**config.mk**
```make
export PLATFORM = sky130hd
export DESIGN_NAME = enhanced_latency_code_table
export DESIGN_NICKNAME = d
export VERILOG_FILES = /design/src/latency_table_pkg.sv /design/src/latency_table_rom.sv /design/src/enhanced_latency_code_table.sv
export SDC_FILE = /design/constraint.sdc
export NUM_CORES = 1
export LEC_CHECK = 0
export CORE_MARGIN = 2
export CORE_UTILIZATION = 56
export DETAILED_ROUTE_END_ITERATION = 10
export DONT_BUFFER_PORTS = 1
export PLACE_DENSITY = 0.71
export RECOVER_POWER = 25
export SLEW_MARGIN = 20
export SYNTH_ARGS = -nofsm -noshare
export SYNTH_HDL_FRONTEND = slang
export SYNTH_SLANG_ARGS = --single-unit
export TNS_END_PERCENT = 20
```
**constraint.sdc**
```tcl
create_clock -name ref_clk -period 4.77 [get_ports ref_clk]
set_input_delay 0.7155 -clock ref_clk [delete_from_list [all_inputs] [get_ports ref_clk]]
set_output_delay 0.7155 -clock ref_clk [all_outputs]
set_load 0.01 [all_outputs]
```
**src/latency_table_pkg.sv**
```systemverilog
package latency_table_pkg;

  localparam int unsigned TABLE_BYTES = 88;
  localparam logic [6:0]  OFS_ID      = 7'h00;
  localparam logic [6:0]  OFS_LEN     = 7'h01;
  localparam logic [6:0]  OFS_LAST    = 7'h57;
  localparam logic [7:0]  PARAM_ID    = 8'h90;
  localparam logic [7:0]  PARAM_LEN   = 8'h56;
  localparam logic [7:0]  UNSUPPORTED = 8'hff;
  localparam logic [7:0]  RST_DATA    = 8'h00;
  localparam logic [1:0]  SYNC_RST    = 2'b00;

  // Query request from the serial query engine, same clock
  typedef struct packed {
    logic       valid;
    logic [6:0] offset;
  } query_req_s;

  // Byte answer returned one cycle after the request
  typedef struct packed {
    logic       valid;
    logic [7:0] data;
  } query_rsp_s;

endpackage : latency_table_pkg

```
**src/latency_table_rom.sv**
```systemverilog
`timescale 1ns/10ps
module latency_table_rom
  import latency_table_pkg::*;
(
  input  wire logic [6:0] offset,
  output logic      [7:0] data
);

  // ---------------------------------------------------------------
  // Constant contents
  // ---------------------------------------------------------------
  // No write path exists; contents are fixed in logic.
  always_comb begin
    case (offset)
      7'h00: data = PARAM_ID;
      7'h01: data = PARAM_LEN;
      7'h02: data = 8'h06;
      7'h03: data = 8'h0e;
      7'h04: data = 8'h46;
      7'h05: data = 8'h43;
      7'h06: data = 8'h03;
      7'h07: data = 8'h13;
      7'h08: data = 8'h0b;
      7'h09: data = 8'h0c;
      7'h0a: data = 8'h3b;
      7'h0b: data = 8'h3c;
      7'h0c: data = 8'h6b;
      7'h0d: data = 8'h6c;
      7'h0e: data = 8'hbb;
      7'h0f: data = 8'hbc;
      7'h10: data = 8'heb;
      7'h11: data = 8'hec;
      7'h12: data = 8'h32;
      7'h13: data = 8'h03;
      7'h14, 7'h15, 7'h16, 7'h17,
      7'h18, 7'h19, 7'h1a, 7'h1b: data = 8'h00;
      7'h1c: data = 8'h04;
      7'h1d: data = 8'h00;
      7'h1e: data = 8'h02;
      7'h1f: data = 8'h01;
      7'h20: data = 8'h50;
      7'h21: data = 8'h00;
      7'h22, 7'h23: data = UNSUPPORTED;
      7'h24: data = 8'h00;
      7'h25: data = 8'h08;
      7'h26: data = 8'h00;
      7'h27: data = 8'h08;
      7'h28: data = 8'h00;
      7'h29: data = 8'h08;
      7'h2a: data = 8'h04;
      7'h2b: data = 8'h00;
      7'h2c: data = 8'h02;
      7'h2d: data = 8'h04;
      7'h2e: data = 8'h5a;
      7'h2f: data = 8'h01;
      7'h30, 7'h31: data = UNSUPPORTED;
      7'h32: data = 8'h00;
      7'h33: data = 8'h08;
      7'h34: data = 8'h00;
      7'h35: data = 8'h08;
      7'h36: data = 8'h00;
      7'h37: data = 8'h08;
      7'h38: data = 8'h04;
      7'h39: data = 8'h01;
      7'h3a: data = 8'h02;
      7'h3b: data = 8'h04;
      7'h3c: data = 8'h68;
      7'h3d: data = 8'h02;
      7'h3e, 7'h3f: data = UNSUPPORTED;
      7'h40: data = 8'h00;
      7'h41: data = 8'h08;
      7'h42: data = 8'h00;
      7'h43: data = 8'h08;
      7'h44: data = 8'h00;
      7'h45: data = 8'h08;
      7'h46: data = 8'h04;
      7'h47: data = 8'h02;
      7'h48: data = 8'h02;
      7'h49: data = 8'h05;
      7'h4a: data = 8'h85;
      7'h4b: data = 8'h02;
      7'h4c, 7'h4d: data = UNSUPPORTED;
      7'h4e: data = 8'h00;
      7'h4f: data = 8'h08;
      7'h50, 7'h51, 7'h52, 7'h53,
      7'h54, 7'h55, 7'h56, 7'h57: data = UNSUPPORTED;
      default: data = UNSUPPORTED;
    endcase
  end

endmodule : latency_table_rom

```
**src/enhanced_latency_code_table.sv**
```systemverilog
// Behaviour
// - Byte 00h returns 90h, identifying the single-rate latency table.
// - Byte 01h returns 56h; host finds next parameter at 01h+56h+1.
// - Header row starts with ASCII 46h then 43h column labels.
// - Header lists read codes 03h, 13h and fast codes 0Bh, 0Ch.
// - Header lists dual-out 3Bh, 3Ch and quad-out 6Bh, 6Ch.
// - Header lists dual-io BBh, BCh and quad-io EBh, ECh.
// - Second row: limit 32h (50 MHz), latency code 03h.
// - At code 11b plain, fast, dual and quad out use no cycles.
// - At code 11b dual-io read uses four mode, zero dummy.
// - At code 11b quad-io read uses two mode, one dummy.
// - Third row: limit 50h (80 MHz), latency code 00b.
// - FFh marks unsupported; plain read unsupported at 80 MHz band.
// - At code 00b fast and dual-out use eight dummy cycles.
// - At code 00b quad-out also uses eight dummy cycles.
`timescale 1ns/10ps
module enhanced_latency_code_table
  import latency_table_pkg::*;
(
  input  wire logic       ref_clk,
  input  wire logic       rst_b,
  input  wire query_req_s req,
  output query_rsp_s      rsp,
  output logic            out_of_range_q
);

  // ---------------------------------------------------------------
  // Lookup
  // ---------------------------------------------------------------
  logic [7:0] rom_data;
  logic       in_range;

  latency_table_rom u_rom (
    .offset (req.offset),
    .data   (rom_data)
  );

  function automatic logic offset_valid(input logic [6:0] ofs);
    return ofs <= OFS_LAST;
  endfunction : offset_valid

  assign in_range = offset_valid(req.offset);

  // ---------------------------------------------------------------
  // Registered answer
  // ---------------------------------------------------------------
  // registered read
  always_ff @(posedge ref_clk) begin
    if (!rst_b) begin
      rsp.valid <= 1'b0;
      rsp.data  <= RST_DATA;
    end else begin
      rsp.valid <= req.valid;
      if (req.valid) begin
        rsp.data <= rom_data;
      end
    end
  end

  // Flags a read past the last byte; data then reads FFh
  always_ff @(posedge ref_clk) begin
    if (!rst_b) begin
      out_of_range_q <= 1'b0;
    end else begin
      out_of_range_q <= req.valid && !in_range;
    end
  end

endmodule : enhanced_latency_code_table

```
### Yosys cells after proc, flatten, opt, wreduce, memory -nomap -nowiden

Memory sizes are Yosys's and may differ from the RTL's. A register that Yosys moved wholly into a read port is not among the register bits.
Index checks and enable logic that the tools add are counted.
Widths: inputs -> output; s select.

* $lt $le $gt $ge: 1
* reduce and logical (&&, ||, !) cells: 3

Operator list (count)
* $le 7x7->1 const B: 1
* $logic_not 1->1: 2
* $logic_and 1x1->1: 1

* bits in registers: 2
* memory bits (read-only): 1024
* input bits: 10
* output and inout port bits: 10
* memories kept: 1

Memory list
* (no name shown): words 128, bits a word 8, read ports 1, clocked after Yosys merged registers in 1, write ports 0, RTL line latency_table_rom.sv:14 `case (offset)`

### Depth between registers and ports, before layout

* depth in word-level cells: 3
* gate-level depth with buffers: 9

### By module

From an unflattened synthesis, not the netlist that was laid out.

* cell total of the unflattened synthesis: 157
* area total of the unflattened synthesis: 1174.9 sq um

Modules (own cells, without submodules)
* latency_table_rom: instances 1, cells each 126, area an instance 812.0 sq um, seq. area each 0.0 sq um
* enhanced_latency_code_table: instances 1, cells each 31, area an instance 362.8 sq um, seq. area each 200.2 sq um

### Least setup slack after synthesis

No wires, ideal clock.

* path kind: input-to-reg
* start: input req[1] in the netlist's numbering
* end: register, netlist name rsp[0]
* data arrival time: 2.193 ns
* path slack: 2.507 ns
* stages on the path: 8
* buffers on the path: 1
* cell sequence: buf_2 -> inv_1 -> ha_1 -> or2_0 -> mux4_2 -> nor2_1 -> a311oi_1 -> a21oi_1

RTL lines
* start, declared: RTL line enhanced_latency_code_table.sv:22 `input wire query_req_s req,`

==> impl_metrics.py <==
metrics = {
    "setup_path": {
        "cp-end-kind": "flop",
        "critPathMaxFanout": 9,
        "worstPathArrival_ps": 2120,
        "cp.required_ps": 4970,
        "cp-start-kind": "input pin",
        "rrSetupSlack_ps": 4030,
        "worstSetupPathType": "in2reg",
    },
    "sta": {
        "setup_violations": 0,
        "period_minus_slack_ps": 1920,
        "fmax_mhz": 521,
        "final.period_utilization": 0.402,
        "finalClockSkew_ps": 0,
        "drv_slew": 0,
        "hold_viol": 0,
        "tns_ps": 0,
        "rsz0062_at_grt": "no",
        "relSlewSlack": 0.758,
        "worst_slew_pin_slew_ps": 363,
    },
    "layout": {
        "nets": 168,
        "fill_cells": 220,
        "final_cell_area_sq_um": 1160,
        "drive_above_1_share": 0.0800,
        "syn2layout_area_growth_pct": -1.17,
        "antennaDiodeCount": 0,
        "fin_util": 0.592,
        "instances_no_fill": 177,
    },
    "placed_design": {
        "hpwl_um": 2150,
        "dp_cells": 173,
        "place_area_sq_um": 1120,
        "gp_congestion": 0.943,
        "port_buffers": 0,
    },
    "floorplan": {
        "io_pins": 20,
        "start_util": 0.599,
        "die_w_um": 49.8,
        "die_h_um": 49.8,
        "rows": 16,
        "coreArea_sq_um": 1960,
        "die_area_sq_um": 2480,
    },
    "cts": {
        "cts_htree_levels": 1,
        "clk_pin_slew_worst_paths_ps": 70,
        "clock_path_buffers": 2,
        "cts_tree": "done",
        "cts_buffers": 3,
        "ctsHoldBuffers": 0,
        "cts.sinks": 10,
        "clk_latency_ps": 260,
        "post_cts_buffers": 0,
        "cts-resized-gates": 0,
        "cts-root-buf": "clkbuf_4",
    },
    "power": {
        "sw_frac_of_total": 0.291,
        "p_clk_frac": 0.330,
        "pwr-share-comb": 0.256,
        "switchingPower_mw": 0.0674,
        "internal_power_mw": 0.165,
        "ir_drop_mv": 0.257,
        "p_leak_nw": 0.421,
        "p_per_area_nw_per_um2": 200,
        "seqPwrFrac": 0.414,
    },
    "global_route": {
        "grt_max_degree": 38,
        "grt_pass1_wl_um": 5160,
        "grt_overflow_total": 0,
        "grt_use_total": 0.267,
        "grt_pass1_vias": 1133,
        "antenna_found_initial": 0,
    },
    "route": {
        "drtAntennaViolNets": 0,
        "wire_per_inst_um": 17.3,
        "drc": 0,
        "drt_wl_total_um": 3050,
        "avgViaCountPerCell": 6.80,
        "drt_iter0_drc": 53,
        "drtPass1Iterations": 4,
        "via_count": 1203,
    },
    "synthesis": {
        "yosys_warnings": 0,
        "async_flop_share": 0,
        "synth_area_leader_cell": "dfxtp_1",
        "ys_types": 47,
        "synth_cells": 161,
        "synth_area_leaders": "dfxtp_1, ha_1, o21ai_0, a21oi_1, a31oi_1",
        "synth_top_cell_area_share": 0.170,
        "synth_edf_count": 0,
        "synthesis.area_sq_um": 1170,
        "yosysMostFrequentCell": "o21ai_0",
        "synth_area_per_cell_sq_um": 7.30,
        "ys_ff_latch": 10,
        "synth_common_cells": "o21ai_0, nand2_1, a21oi_1",
        "synth-main-ff-cell": "dfxtp_1",
        "yosysSeqAreaShare": 0.170,
        "syn_nets": 178,
    },
    "worst_hold_path": {
        "hp-class": "reg2reg",
    },
    "run": {
        "maxCapViolCount": 0,
    },
    "status": {
        "status": "complete, no violations",
    },
}
## critical path, cell delays in order
cell and delay (ps):
inv_1 140, ha_1 280, or2_0 230, mux4_2 460, nor2_1 100, a311oi_1 60, a21oi_1 140
## cells in the final DEF, fill, tap and decap left out, types with 2 or more instances in the layout
master     count
a21o_1         2
dfxtp_1       10
ha_1           7
clkbuf_4       3
nor2b_1        5
a21oi_1       12
o211ai_1       5
nor3b_1        2
mux2_2         3
inv_1          6
a21boi_1       2
nand2b_1       4
nand3_1        8
nor3_1         4
o21ai_0       15
a31oi_1        8
nor2_1         7
nand2_1       13
a21boi_0       2
o21a_1         2
o2111ai_1      3
mux2i_1        4
## final cells by class
class,count,area [sq um],share of cell area
flip-flops and latches,10,200,0.172
clock buffers,4,36.3,0.0313
well taps,27,33.8,0.0291
inverters,6,22.5,0.0194
multi-input cells,130,868,0.748
## metal layers
metal / part of all wire / vias to the layer above / track usage
li1: - / 568 / -
met1: 0.42 / 556 / 0.343
met2: 0.47 / 71 / 0.404
met3: 0.082 / 8 / 0.0758
met4: 0.027 / 0 / 0.134
met5: 0 / - / 0
## worst paths after layout
check / to / from / cells after the start
min reg2reg: rsp[1] / rsp[1] / 2
min: rsp[1] / rsp[1] / 2
max: rsp[0] / req[0] / 7
max reg2reg: rsp[3] / rsp[3] / 2
## logic make-up (layout without fill, tap and decap cells)
family / count (synthesis) / count (layout) / share of synthesized area
multiplexers: 8 / 8 / 0.0820
flip-flops: 10 / 10 / 0.170
AO/OA/AOI/OAI: 62 / 62 / 0.342
AND/OR/NAND/NOR: 53 / 53 / 0.241
adder cells (fa/ha/maj): 7 / 7 / 0.0745
buffers and inverters: 21 / 10 / 0.0905
## power by group through the flow
| stage | clock [mW] | combinational (mW) | sequential, mW |
|---|---|---|---|
| floorplan | 0 | 0.0634 | 0.0969 |
| global placement | 0 | 0.0575 | 0.0977 |
| detailed placement | 0 | 0.0583 | 0.0981 |
| CTS | 0.0786 | 0.0589 | 0.0962 |
| global route | 0.0824 | 0.0669 | 0.0966 |
| finish | 0.0766 | 0.0593 | 0.0960 |
## registers in the layout (all words and copies together), names as in the netlist
register	cells
out_of_range_q	1
rsp	9
## metrics by stage
step,power [mW],setup WS [ps],hold WS [ps]
2_1_floorplan,0.160,2510,488
3_3_place_gp,0.155,2620,497
3_5_place_dp,0.156,2580,507
4_1_cts,0.234,2860,518
5_1_grt,0.246,2780,548
6_report,0.232,2850,516
No activity file was read; power rests on OpenSTA's default activity.
